===== src/rtl/rpd_pkg.sv =====
package rpd_pkg;

	// ********************************************************
	// apb register map (byte offsets)
	// ********************************************************
	localparam logic [7:0]  OFS_BASE_PTR  = 8'h00;
	localparam logic [7:0]  OFS_CONFIG    = 8'h04;
	localparam logic [7:0]  OFS_STATUS    = 8'h08;
	localparam logic [7:0]  OFS_TIME_TAG  = 8'h0C;
	localparam logic [7:0]  OFS_COUNTER   = 8'h10;

	// base_pointer_register fields
	localparam int          BPR_BASE_LSB  = 6;
	localparam int          BPR_MODE_BIT  = 4;
	localparam logic [15:0] BPR_WMASK     = 16'hFFDF;
	localparam logic [15:0] BPR_RESET     = 16'h0003;
	// config fields
	localparam int          CFG_ENABLE    = 0;
	localparam int          CFG_REV_B     = 1;
	localparam logic [1:0]  CFG_RESET     = 2'h0;
	// status fields
	localparam int          STS_ACTIVE    = 0;
	localparam int          STS_FRAMING   = 1;

	// ********************************************************
	// pointer block layout and command word fields
	// ********************************************************
	localparam logic [5:0]  ENT_COMMAND   = 6'h00;
	localparam logic [5:0]  ENT_SINGLE    = 6'h1F;
	localparam logic [5:0]  ENT_MODE_DATA = 6'h20;
	localparam logic [4:0]  SA_MODE_LO    = 5'h00;
	localparam logic [4:0]  SA_MODE_HI    = 5'h1F;
	localparam logic [4:0]  MC_TX_LAST    = 5'h12;
	localparam int          CW_TR_BIT     = 10;
	localparam int          CW_SA_LSB     = 5;
	localparam int          MC_DATA_BIT   = 4;
	localparam logic [3:0]  SIZE_EXP_MIN  = 4'h3;

	// ********************************************************
	// time tag resolution
	// ********************************************************
	localparam int          CLK_PERIOD_NS = 50;
	localparam int          TT_TICK_NS    = 1000;
	localparam int          TT_TICK_CYC   = TT_TICK_NS / CLK_PERIOD_NS;

	typedef enum logic [3:0] {
		ST_IDLE, ST_FETCH, ST_CMD, ST_ID, ST_RX_WAIT, ST_RX_WR,
		ST_TAG, ST_WB, ST_TX_WAIT, ST_TX_RD
	} rpd_state_e;

endpackage


===== src/rtl/rpd_cnt_if.sv =====
`timescale 1ns/1ns
interface rpd_cnt_if;
	logic        load;     // load start pointer
	logic        inc;      // one memory store or read done
	logic [15:0] load_val; // pointer read from the block
	logic [3:0]  size_exp; // buffer length exponent
	logic [15:0] value;    // current memory address

	modport ctl (output load, inc, load_val, size_exp, input value);
	modport cnt (input load, inc, load_val, size_exp, output value);
endinterface


===== src/rtl/rpd_top.sv =====
// Chosen here: register access over APB and the address map.
`timescale 1ns/1ns
module rpd_top
	import rpd_pkg::*;
(
	input  wire logic        pclk,            // 20 MHz clock
	input  wire logic        presetn,         // async reset, low
	input  wire logic        psel,            // apb select
	input  wire logic        penable,         // apb access phase
	input  wire logic        pwrite,          // apb write
	input  wire logic [7:0]  paddr,           // apb byte address
	input  wire logic [31:0] pwdata,          // apb write data
	output logic      [31:0] prdata,          // apb read data
	output logic             pready,          // apb ready
	output logic             pslverr,         // unmapped address
	input  wire logic        cmd_valid,       // valid command word
	input  wire logic [15:0] cmd_word,        // bit time 4 at msb
	input  wire logic        rx_word_valid,   // received data word
	input  wire logic [15:0] rx_word,         // received data
	input  wire logic        msg_end,         // last word passed
	input  wire logic        tx_word_req,     // encoder wants a word
	output logic      [15:0] tx_word,         // word to transmit
	output logic             tx_word_valid,   // tx_word is new
	output logic             dma_request_out, // memory request
	input  wire logic        dma_grant_in,    // access done now
	output logic      [15:0] mem_addr,        // memory address
	output logic      [15:0] mem_wdata,       // memory write data
	output logic             mem_we,          // write when high
	input  wire logic [15:0] mem_rdata        // read data at grant
);

	typedef struct packed {
		rpd_state_e  state;
		logic [15:0] bpr;
		logic [1:0]  cfg;
		logic        framing;
		logic [15:0] time_tag;
		logic [4:0]  tick;
		logic [15:0] cmd;
		logic [5:0]  idx;
		logic        mode_data;
		logic        skip_cmd;
		logic        plain_mode;
		logic        hold_v;
		logic [15:0] hold;
		logic        req;
		logic [15:0] addr;
		logic [15:0] wdata;
		logic        we;
		logic [15:0] tx_word;
		logic        tx_valid;
		logic [31:0] prdata;
	} rpd_top_s;

	rpd_top_s    r_r;
	rpd_top_s    r_nxt;
	rpd_cnt_if   ci ();
	logic        done;
	logic        tr_bit;
	logic [4:0]  sa_f;
	logic [4:0]  mc_f;
	logic        is_mode;
	logic        wr_acc;
	logic        rd_setup;
	logic        mapped;
	logic [15:0] pb_base;

	// ********************************************************
	// counter and helper decode
	// ********************************************************
	rpd_ptr_counter u_cnt (
		.pclk    (pclk),
		.presetn (presetn),
		.ci      (ci.cnt)
	);

	assign done     = r_r.req && dma_grant_in;
	assign tr_bit   = cmd_word[CW_TR_BIT];
	assign sa_f     = cmd_word[CW_SA_LSB +: 5];
	assign mc_f     = cmd_word[4:0];
	assign is_mode  = (sa_f == SA_MODE_LO) || (sa_f == SA_MODE_HI);
	assign pb_base  = {r_r.bpr[15:BPR_BASE_LSB], 6'h00};
	assign ci.size_exp = r_r.bpr[3:0];
	assign wr_acc   = psel && penable && pwrite;
	assign rd_setup = psel && !penable && !pwrite;
	assign mapped   = (paddr == OFS_BASE_PTR) || (paddr == OFS_CONFIG)
	               || (paddr == OFS_STATUS) || (paddr == OFS_TIME_TAG)
	               || (paddr == OFS_COUNTER);

	// zero wait states: data is fetched in the setup phase
	assign pready          = 1'b1;
	assign pslverr         = psel && penable && !mapped;
	assign prdata          = r_r.prdata;
	assign tx_word         = r_r.tx_word;
	assign tx_word_valid   = r_r.tx_valid;
	assign dma_request_out = r_r.req;
	assign mem_addr        = r_r.addr;
	assign mem_wdata       = r_r.wdata;
	assign mem_we          = r_r.we;

	// ********************************************************
	// next state
	// ********************************************************
	always_comb begin
		r_nxt        = r_r;
		r_nxt.tx_valid = 1'b0;
		ci.load      = 1'b0;
		ci.inc       = 1'b0;
		ci.load_val  = mem_rdata;

		// time tag runs in microsecond steps
		if (r_r.tick == 5'(TT_TICK_CYC - 1)) begin
			r_nxt.tick     = 5'h00;
			r_nxt.time_tag = r_r.time_tag + 16'h0001;
		end else begin
			r_nxt.tick = r_r.tick + 5'h01;
		end

		if (done) begin
			r_nxt.req = 1'b0;
		end

		case (r_r.state)
		ST_IDLE: begin
			if (cmd_valid && r_r.cfg[CFG_ENABLE]) begin
				r_nxt.cmd        = cmd_word;
				r_nxt.mode_data  = is_mode && mc_f[MC_DATA_BIT];
				r_nxt.plain_mode = is_mode && !mc_f[MC_DATA_BIT];
				r_nxt.skip_cmd   = r_r.cfg[CFG_REV_B] && is_mode
				                 && (mc_f == MC_TX_LAST);
				r_nxt.hold_v     = 1'b0;
				r_nxt.idx        = {tr_bit, sa_f};
				if (is_mode && mc_f[MC_DATA_BIT]) begin
					r_nxt.idx = ENT_MODE_DATA;
				end else if (!tr_bit && r_r.bpr[BPR_MODE_BIT]) begin
					r_nxt.idx = ENT_SINGLE;
				end
				// revision A drops mode with data
				if (is_mode && mc_f[MC_DATA_BIT]
				    && !r_r.cfg[CFG_REV_B]) begin
					r_nxt.state = ST_IDLE;
				end else if (is_mode && !mc_f[MC_DATA_BIT]) begin
					r_nxt.state = ST_CMD;
				end else begin
					r_nxt.state = ST_FETCH;
				end
			end
		end
		ST_FETCH: begin
			if (!r_r.req) begin
				r_nxt.req  = 1'b1;
				r_nxt.we   = 1'b0;
				r_nxt.addr = pb_base | {10'h000, r_r.idx};
			end else if (done) begin
				ci.load = 1'b1;
				if (r_r.mode_data) begin
					// pointer high bits, mode code low
					ci.load_val = {mem_rdata[15:4], r_r.cmd[3:0]};
				end
				if (!r_r.skip_cmd) begin
					r_nxt.state = ST_CMD;
				end else if (r_r.cmd[CW_TR_BIT]) begin
					r_nxt.state = ST_TX_RD;
				end else begin
					r_nxt.state = ST_RX_WAIT;
				end
			end
		end
		ST_CMD: begin
			if (!r_r.req) begin
				r_nxt.req   = 1'b1;
				r_nxt.we    = 1'b1;
				r_nxt.addr  = pb_base | {10'h000, ENT_COMMAND};
				r_nxt.wdata = r_r.cmd;
			end else if (done) begin
				if (r_r.plain_mode) begin
					r_nxt.state = ST_IDLE;
				end else if (r_r.mode_data) begin
					r_nxt.state = r_r.cmd[CW_TR_BIT] ? ST_TX_RD
					                                  : ST_RX_WAIT;
				end else if (r_r.cmd[CW_TR_BIT]) begin
					r_nxt.state = ST_TX_WAIT;
				end else begin
					r_nxt.state = ST_ID;
				end
			end
		end
		ST_ID: begin
			if (!r_r.req) begin
				r_nxt.req   = 1'b1;
				r_nxt.we    = 1'b1;
				r_nxt.addr  = ci.value;
				r_nxt.wdata = r_r.cmd;
			end else if (done) begin
				ci.inc      = 1'b1;
				r_nxt.state = ST_RX_WAIT;
			end
		end
		ST_RX_WAIT: begin
			if (r_r.hold_v) begin
				r_nxt.state = ST_RX_WR;
			end else if (msg_end) begin
				r_nxt.state = r_r.mode_data ? ST_IDLE : ST_TAG;
			end
		end
		ST_RX_WR: begin
			if (!r_r.req) begin
				r_nxt.req   = 1'b1;
				r_nxt.we    = 1'b1;
				r_nxt.addr  = ci.value;
				r_nxt.wdata = r_r.hold;
			end else if (done) begin
				ci.inc       = !r_r.mode_data;
				r_nxt.hold_v = 1'b0;
				r_nxt.state  = r_r.mode_data ? ST_IDLE : ST_RX_WAIT;
			end
		end
		ST_TAG: begin
			if (!r_r.req) begin
				r_nxt.req   = 1'b1;
				r_nxt.we    = 1'b1;
				r_nxt.addr  = ci.value;
				r_nxt.wdata = r_r.time_tag;
			end else if (done) begin
				ci.inc      = 1'b1;
				r_nxt.state = ST_WB;
			end
		end
		ST_WB: begin
			if (!r_r.req) begin
				r_nxt.req   = 1'b1;
				r_nxt.we    = 1'b1;
				r_nxt.addr  = pb_base | {10'h000, r_r.idx};
				r_nxt.wdata = ci.value;
			end else if (done) begin
				r_nxt.state = ST_IDLE;
			end
		end
		ST_TX_WAIT: begin
			if (tx_word_req) begin
				r_nxt.state = ST_TX_RD;
			end else if (msg_end) begin
				r_nxt.state = ST_IDLE;
			end
		end
		ST_TX_RD: begin
			if (!r_r.req) begin
				r_nxt.req  = 1'b1;
				r_nxt.we   = 1'b0;
				r_nxt.addr = ci.value;
			end else if (done) begin
				ci.inc         = !r_r.mode_data;
				r_nxt.tx_word  = mem_rdata;
				r_nxt.tx_valid = 1'b1;
				r_nxt.state    = r_r.mode_data ? ST_IDLE : ST_TX_WAIT;
			end
		end
		default: begin
			r_nxt.state = ST_IDLE;
		end
		endcase

		// a word arriving while the last is unstored is an overrun;
		// late grant stops all accesses
		if (rx_word_valid && r_r.state != ST_IDLE) begin
			if (r_nxt.hold_v) begin
				r_nxt.req    = 1'b0;
				r_nxt.hold_v = 1'b0;
				r_nxt.state  = ST_IDLE;
			end else begin
				r_nxt.hold_v = 1'b1;
				r_nxt.hold   = rx_word;
			end
		end

		// apb writes take effect in the access phase
		if (wr_acc) begin
			if (paddr == OFS_BASE_PTR) begin
				r_nxt.bpr = pwdata[15:0] & BPR_WMASK;
			end else if (paddr == OFS_CONFIG) begin
				r_nxt.cfg = pwdata[1:0];
			end else if (paddr == OFS_STATUS) begin
				r_nxt.framing = r_r.framing & ~pwdata[STS_FRAMING];
			end else if (paddr == OFS_TIME_TAG) begin
				r_nxt.time_tag = pwdata[15:0];
				r_nxt.tick     = 5'h00;
			end
		end

		// overrun flag set wins over a software clear
		if (rx_word_valid && r_r.state != ST_IDLE && r_r.hold_v
		    && !(r_r.state == ST_RX_WR && done)) begin
			r_nxt.framing = 1'b1;
		end

		// read data is captured in the setup phase
		if (rd_setup) begin
			r_nxt.prdata = 32'h0000_0000;
			if (paddr == OFS_BASE_PTR) begin
				r_nxt.prdata = {16'h0000, r_r.bpr};
			end else if (paddr == OFS_CONFIG) begin
				r_nxt.prdata = {30'h0000_0000, r_r.cfg};
			end else if (paddr == OFS_STATUS) begin
				r_nxt.prdata = {30'h0000_0000, r_r.framing,
				                r_r.state != ST_IDLE};
			end else if (paddr == OFS_TIME_TAG) begin
				r_nxt.prdata = {16'h0000, r_r.time_tag};
			end else if (paddr == OFS_COUNTER) begin
				r_nxt.prdata = {16'h0000, ci.value};
			end
		end
	end

	// ********************************************************
	// state register
	// ********************************************************
	always_ff @(posedge pclk or negedge presetn) begin
		if (!presetn) begin
			r_r       <= '0;
			r_r.state <= ST_IDLE;
			r_r.bpr   <= BPR_RESET;
			r_r.cfg   <= CFG_RESET;
		end else begin
			r_r <= r_nxt;
		end
	end

endmodule


===== src/rtl/rpd_ptr_counter.sv =====
`timescale 1ns/1ns
module rpd_ptr_counter
	import rpd_pkg::*;
(
	input  wire logic pclk,    // system clock
	input  wire logic presetn, // async reset, active low
	rpd_cnt_if.cnt    ci       // control from sequencer
);

	typedef struct packed {
		logic [15:0] cnt;
	} rpd_cnt_s;

	rpd_cnt_s    cnt_r;
	rpd_cnt_s    cnt_nxt;
	logic [3:0]  exp_eff;
	logic [16:0] mask_w;
	logic [15:0] plus_one;

	// ********************************************************
	// wrapping up-counter
	// ********************************************************
	// exponents below the minimum are raised to it
	// power-of-two lengths
	assign exp_eff  = (ci.size_exp < SIZE_EXP_MIN) ? SIZE_EXP_MIN
	                                                : ci.size_exp;
	assign mask_w   = (17'h0_0001 << exp_eff) - 17'h0_0001;
	assign plus_one = cnt_r.cnt + 16'h0001;
	assign ci.value = cnt_r.cnt;

	// upper bits hold the block boundary, only low bits roll
	always_comb begin
		cnt_nxt = cnt_r;
		if (ci.load) begin
			cnt_nxt.cnt = ci.load_val;
		end else if (ci.inc) begin
			cnt_nxt.cnt = (cnt_r.cnt & ~mask_w[15:0])
			            | (plus_one & mask_w[15:0]);
		end
	end

	always_ff @(posedge pclk or negedge presetn) begin
		if (!presetn) begin
			cnt_r <= '0;
		end else begin
			cnt_r <= cnt_nxt;
		end
	end

endmodule


===== config.mk =====
export PLATFORM = sky130hd
export DESIGN_NAME = rpd_top
export DESIGN_NICKNAME = d
export VERILOG_FILES = /design/src/rtl/rpd_pkg.sv /design/src/rtl/rpd_cnt_if.sv /design/src/rtl/rpd_top.sv /design/src/rtl/rpd_ptr_counter.sv
export SDC_FILE = /design/constraint.sdc
export NUM_CORES = 1
export LEC_CHECK = 0
export ABC_CLOCK_PERIOD_IN_PS = 6700
export BUFFER_PORTS_ARGS = -buffer_cell sky130_fd_sc_hd__buf_2
export CELL_PAD_IN_SITES_DETAIL_PLACEMENT = 1
export CELL_PAD_IN_SITES_GLOBAL_PLACEMENT = 1
export CORE_ASPECT_RATIO = 0.75
export CORE_MARGIN = 2
export CORE_UTILIZATION = 48
export CTS_BUF_LIST = sky130_fd_sc_hd__clkbuf_4 sky130_fd_sc_hd__clkbuf_8
export CTS_CLUSTER_DIAMETER = 60
export CTS_CLUSTER_SIZE = 12
export DETAILED_ROUTE_END_ITERATION = 12
export HOLD_SLACK_MARGIN = 0.02
export PLACE_DENSITY_LB_ADDON = 0.15
export SYNTH_ARGS = -nofsm -noshare
export SYNTH_HDL_FRONTEND = slang
export SYNTH_HIERARCHICAL = 1
export SYNTH_SLANG_ARGS = --single-unit

===== constraint.sdc =====
create_clock -name pclk -period 6.7 [get_ports pclk]
set_input_delay 0 -clock pclk [delete_from_list [all_inputs] [get_ports pclk]]
set_output_delay 0 -clock pclk [all_outputs]
set_load 0.01 [all_outputs]

==> flow_metrics.env, run 1 <==
export IMPL_status="completed"
export IMPL_ant_nets=0
export IMPL_cts_root_buf="clkbuf_8"
export IMPL_cts_resized_gates=0
export IMPL_cts_sinks=168
export IMPL_syn_inst=904
export IMPL_clk_path_buf_depth=2
export IMPL_cts_tree="built"
export IMPL_final_common_cell="dfrtp_1"
export IMPL_synth_seq_cells=168
export IMPL_worstSetupPathType="reg -> reg"
export IMPL_max_freq_mhz=264
export IMPL_fin_cells=1292
export IMPL_area_delta_synth_final_pct=15.1
export IMPL_placed_area_um2=9400
export IMPL_die_w_um=163
export IMPL_insertion_delay_ps=490
export IMPL_routabilityCongestion=0.867
export IMPL_grt_pass1_wl_um=42900
export IMPL_wl_met2_um=12100
export IMPL_io_buffers=149
export IMPL_clk_pin_slew_worst_paths_ps=100
export IMPL_fp_dieH_um=123
export IMPL_yosysSeqAreaShare=0.461
export IMPL_dp_cells=1190
export IMPL_required_ps=7080
export IMPL_mostFrequentLayoutCells="dfrtp_1 (166), buf_2 (148), nand2_1 (106), dlygate4sd3_1 (71), nor2_1 (52)"
export IMPL_post_cts_setup_buffers=0
export IMPL_ys_warn_count=6
export IMPL_wl_per_cell_um=21.5
export IMPL_synth_avg_cell_area_um2=10.1
export IMPL_vdd_drop_max_v=0.000126
export IMPL_top_layer_used="met4"
export IMPL_grt_usage=0.283
export IMPL_antenna_found_initial=0
export IMPL_wl_met1_um=13500
export IMPL_ios=183
export IMPL_dr_pass1_iters=8
export IMPL_powerDensity_nw_per_um2=276
export IMPL_tns_ps=0
export IMPL_wl_met3_um=1910
export IMPL_fin_crit_ps=3790
export IMPL_die_area_um2=20200
export IMPL_hold_viol_final=0
export IMPL_tightest_slew_ps=1200
export IMPL_nets=1138
export IMPL_ys_flop_type="dfrtp_1"
export IMPL_drc=0
export IMPL_via_count=7484
export IMPL_totalWireLength_um=27800
export IMPL_drtIter0Drc=727
export IMPL_grt_pass1_vias=7527
export IMPL_gr_total_overflow=0
export IMPL_critical_path_arrival_ps=4160
export IMPL_fill_cells=2102
export IMPL_n_antenna_cell=0
export IMPL_hp_class="in -> reg"
export IMPL_start_util=0.492
export IMPL_std_cell_rows=43
export IMPL_cts_buffers=17
export IMPL_netlist_area_um2=9130
export IMPL_synth_edf_count=0
export IMPL_rsz0062_at_grt="false"
export IMPL_coreArea_um2=18600
export IMPL_startpoint_type="flop"
export IMPL_max_slew_margin=0.193
export IMPL_vias_per_cell=5.79
export IMPL_final_cell_area_um2=10500
export IMPL_slew_viol_final=0
export IMPL_endpoint_kind="flop"
export IMPL_period_share=0.565
export IMPL_grt_max_degree=93
export IMPL_crit_path_max_fanout=27
export IMPL_cap_violations=0
export IMPL_cts_htree_levels=4
export IMPL_setup_viol=0
export IMPL_synthArstFlopShare=1.00
export IMPL_p_leak_nw=5.14
export IMPL_drive_gt1_frac=0.256
export IMPL_dp_hpwl_um=18700
export IMPL_skew_ps=15.4
export IMPL_ctsHoldBuffers=71
export IMPL_synth_cell_types=82
[report_power, final]
| group | internal (mW) | switching, mW |
|---|---|---|
| Combinational | 0.315 | 0.400 |
| Clock | 0.349 | 0.412 |
| Sequential | 1.19 | 0.236 |
[layer usage]
layer	global-route usage	up-vias
li1	-	3410
met1	0.418	3774
met2	0.422	279
met3	0.0627	21
met4	0.0736	0
met5	0	-
[state kept, by name, summed over array words and instances, names as in the netlist, named ones only]
signal and flops:
tx_word_valid 1, mem_we 1, mem_addr 16, dma_request_out 1, ci.size_exp 4, prdata 16, pb_base 10, u_cnt/ci.value 1
r_r 71, mem_wdata 16, tx_word 16
[critical path, stage by stage (launching register included)]
cell and delay [ps]:
dfrtp_1 670, nor4_1 430, nand3_1 840, o311ai_0 510, ha_1 790, mux2_2 430
[through the flow]
stage	power, mW	setup WS [ps]	utilization	hold WS, ps
after global routing	3.05	2690	0.566	73.5
final	2.90	2910	0.566	45.5
after floorplan	1.90	3950	-	-296
after detailed placement	2.11	3020	0.507	149
after CTS	2.89	2970	0.566	22.2
after global placement	2.08	3140	0.507	151
[cells in the mapped netlist, drive strengths merged, types with 15 or more instances]
cell type / number / share of area
nor2: 52 / 0.021
inv: 28 / 0.012
clkbuf: 19 / 0.0078
nand2: 108 / 0.045
buf: 110 / 0.088
o21ai: 36 / 0.020
mux2: 56 / 0.074
a21oi: 53 / 0.030
nand3: 16 / 0.0088
a222oi: 26 / 0.029
dfrtp: 166 / 0.45
a22oi: 29 / 0.024
a21o: 17 / 0.014
nor3: 15 / 0.013
[final timing paths]
kind	start	endpoint	slack, ps	cells after the start
hold / removal	pwrite	prdata[11]	50	5
hold reg to reg	r_r[125]	r_r[125]	470	1
min in group asynchronous	presetn	r_r[127]	170	2
setup reg to reg	r_r[165]	r_r[84]	2910	5
max in group asynchronous	presetn	mem_addr[0]	4970	3
setup / recovery	r_r[165]	r_r[84]	2910	5
[area by class of cell]
type                       count  area (µm²)  area share
clock buffer                  19         255      0.0243
clock inverter                12         144      0.0137
inverter                      29         109      0.0104
multi-input combinational    594        4010       0.381
sequential                   168        4210       0.400
tap                          247         309      0.0294
timing repair buffer         223        1490       0.141
[cell families (layout without fill, tap and decap cells)]
family	Yosys count	after routing	share of synthesized area
flops	168	168	0.461
other cells	3	19	0.00123
buf+inv	158	283	0.108
compound gates	213	213	0.161
mux	61	61	0.0791
xor+xnor	26	26	0.0249
fa+ha+maj	7	7	0.00959
simple gates	268	268	0.155
Note: power is estimated with default switching activity, not from simulation.
==> run 2: changes to the inputs <==
--- a/config.mk
+++ b/config.mk
@@ -5,13 +5,13 @@
 export SDC_FILE = /design/constraint.sdc
 export NUM_CORES = 1
 export LEC_CHECK = 0
-export ABC_CLOCK_PERIOD_IN_PS = 6700
+export ABC_CLOCK_PERIOD_IN_PS = 3050
 export BUFFER_PORTS_ARGS = -buffer_cell sky130_fd_sc_hd__buf_2
 export CELL_PAD_IN_SITES_DETAIL_PLACEMENT = 1
 export CELL_PAD_IN_SITES_GLOBAL_PLACEMENT = 1
 export CORE_ASPECT_RATIO = 0.75
 export CORE_MARGIN = 2
-export CORE_UTILIZATION = 48
+export CORE_UTILIZATION = 40
 export CTS_BUF_LIST = sky130_fd_sc_hd__clkbuf_4 sky130_fd_sc_hd__clkbuf_8
 export CTS_CLUSTER_DIAMETER = 60
 export CTS_CLUSTER_SIZE = 12
==> constraint.sdc (replaced) <==
create_clock -name pclk -period 3.05 [get_ports pclk]
set_input_delay 0 -clock pclk [delete_from_list [all_inputs] [get_ports pclk]]
set_output_delay 0 -clock pclk [all_outputs]
set_load 0.01 [all_outputs]
==> run 2 against run 1 <==
Critical path type unchanged. Clock-buffer cell count shrank 2. Largest cell class unchanged. Highest routed layer unchanged. Non-clock buffer count grew 29. Design area grew 2.7%. Largest power group unchanged. Critical path depth grew 4.
==> flow_metrics.env, run 2 (synthesis results as in run 1) <==
export IMPL_status="completed"
export IMPL_cts_sinks=168
export IMPL_die_w_um=178
export IMPL_vdd_drop_max_v=0.000273
export IMPL_busiest_layer="met1"
export IMPL_powerDensity_nw_per_um2=598
export IMPL_drc=0
export IMPL_p_leak_nw=5.27
export IMPL_fin_cells=1368
export IMPL_hold_viol_final=0
export IMPL_rrSetupSlack_ps=340
export IMPL_hold_depth=4
export IMPL_cts_tree="built"
export IMPL_clk_pin_slew_worst_paths_ps=100
export IMPL_critPathSlowestCell="dfrtp_1"
export IMPL_antenna_found_initial=1
export IMPL_totalWireLength_um=28700
export IMPL_max_slew_margin=0.247
export IMPL_largest_reg_flops=71
export IMPL_worstSetupPathType="reg -> reg"
export IMPL_io_buffers=149
export IMPL_ant_nets=0
export IMPL_grt_usage=0.246
export IMPL_rsz0062_at_grt="false"
export IMPL_cts_buffers=17
export IMPL_die_area_um2=24100
export IMPL_endpoint_kind="flop"
export IMPL_start_util=0.411
export IMPL_drive_gt1_frac=0.273
export IMPL_insertion_delay_ps=470
export IMPL_tns_ps=0
export IMPL_critPathMaxStageDelay_ps=540
export IMPL_startpoint_type="flop"
export IMPL_worstPathBufferInverterCount=0
export IMPL_vias_per_cell=5.48
export IMPL_drtIter0Drc=752
export IMPL_hp_class="in -> reg"
export IMPL_mostFrequentLayoutCells="dfrtp_1 (166), buf_2 (148), nand2_1 (106), dlygate4sd3_1 (75), nor2_1 (52)"
export IMPL_wl_per_cell_um=21.0
export IMPL_clk_path_buf_depth=2
export IMPL_timing_critical_path_mode_cell="nor2_1"
export IMPL_skew_ps=20.0
export IMPL_via_count=7496
export IMPL_critical_path_arrival_ps=3090
export IMPL_gr_total_overflow=0
export IMPL_fp_dieH_um=135
export IMPL_cap_violations=0
export IMPL_grt_max_degree=80
export IMPL_final_common_cell="dfrtp_1"
export IMPL_fin_crit_ps=2710
export IMPL_path_cells="nor2b_1 -> nor2_1 -> o31ai_1 -> a21oi_1 -> nor2_1 -> nand4_2 -> nand2b_4 -> or4_1 -> a31oi_1"
export IMPL_period_share=0.888
export IMPL_grt_pass1_wl_um=45000
export IMPL_max_freq_mhz=369
export IMPL_largest_register="r_r"
export IMPL_hold_start="rx_word_valid"
export IMPL_area_delta_synth_final_pct=18.2
export IMPL_dr_pass1_iters=6
export IMPL_required_ps=3430
export IMPL_routabilityCongestion=0.949
export IMPL_dp_cells=1262
export IMPL_met2_usage=0.354
export IMPL_r2r_start="r_r[167]"
export IMPL_utilization=0.486
export IMPL_nets=1167
export IMPL_setup_viol=0
export IMPL_n_antenna_cell=0
export IMPL_critPathTopFamily="simple AND/OR/NAND/NOR gates"
export IMPL_tightest_slew_ps=1130
export IMPL_coreArea_um2=22200
export IMPL_ios=183
export IMPL_grt_use_met1=0.385
export IMPL_use_met3=0.0442
export IMPL_design_power_total_mw=6.46
export IMPL_std_cell_rows=47
export IMPL_crit_path_max_fanout=10
export IMPL_dp_hpwl_um=20600
export IMPL_cts_root_buf="clkbuf_8"
export IMPL_cts_htree_levels=4
export IMPL_hold_end="r_r[99]"
export IMPL_post_cts_setup_buffers=0
export IMPL_ff2ff_path_depth=9
export IMPL_slew_viol_final=0
export IMPL_grt_pass1_vias=7653
[run 2: worst max-delay path by stage]
stage | start | slack, ps | depth (start not counted) | end
final | r_r[167] | 340 | 9 | flop
after floorplan | r_r[166] | 300 | 9 | r_r[89]
after global routing | r_r[167] | 110 | 9 | flop
after global placement | r_r[167] | 450 | 9 | flop
after CTS | r_r[167] | 340 | 9 | flop
after detailed placement | r_r[167] | 400 | 9 | flop
[run 2: per-layer routing]
| metal | vias to the layer above | wire length (µm) |
|---|---|---|
| li1 | 3463 | - |
| met5 | - | 0 |
| met3 | 13 | 1780 |
| met1 | 3756 | 14600 |
| met2 | 264 | 12100 |
| met4 | 0 | 242 |
[run 2: area by class of cell]
type	instances	area, µm²
Multi-Input combinational cell	594	4010
Clock inverter	14	145
Tap cell	294	368
Clock buffer	17	234
Sequential cell	168	4210
Fill cell	2515	11400
Inverter	29	109
Timing Repair Buffer	252	1730
[run 2: what timing repair did]
action / CTS / global route
hold endpoints to repair: 185 / 0
hold buffers: 75 / 0
resized for setup: 0 / 0
[run 2: through the flow]
step / hold WS (ps) / setup WS (ps) / cell area (µm²)
after global routing: 66.5 / 106 / 10800
final: 37.4 / 342 / 10800
after CTS: 25.0 / 343 / 10800
after detailed placement: 106 / 399 / 9660
after global placement: 110 / 454 / 9660
after floorplan: -296 / 296 / 9190
[run 2: power by group]
part | internal [mW] | total (mW) | switching [mW]
clock | 0.731 | 1.63 | 0.894
sequential | 2.62 | 3.10 | 0.480
combinational | 0.770 | 1.74 | 0.965
[run 2: tightest hold or removal path: cells and delay by family]
family / cells / cell delay, ps
buffers and inverters: 2 / 110
adder cells (fa/ha/maj): 1 / 150
AND/OR/NAND/NOR: 1 / 210
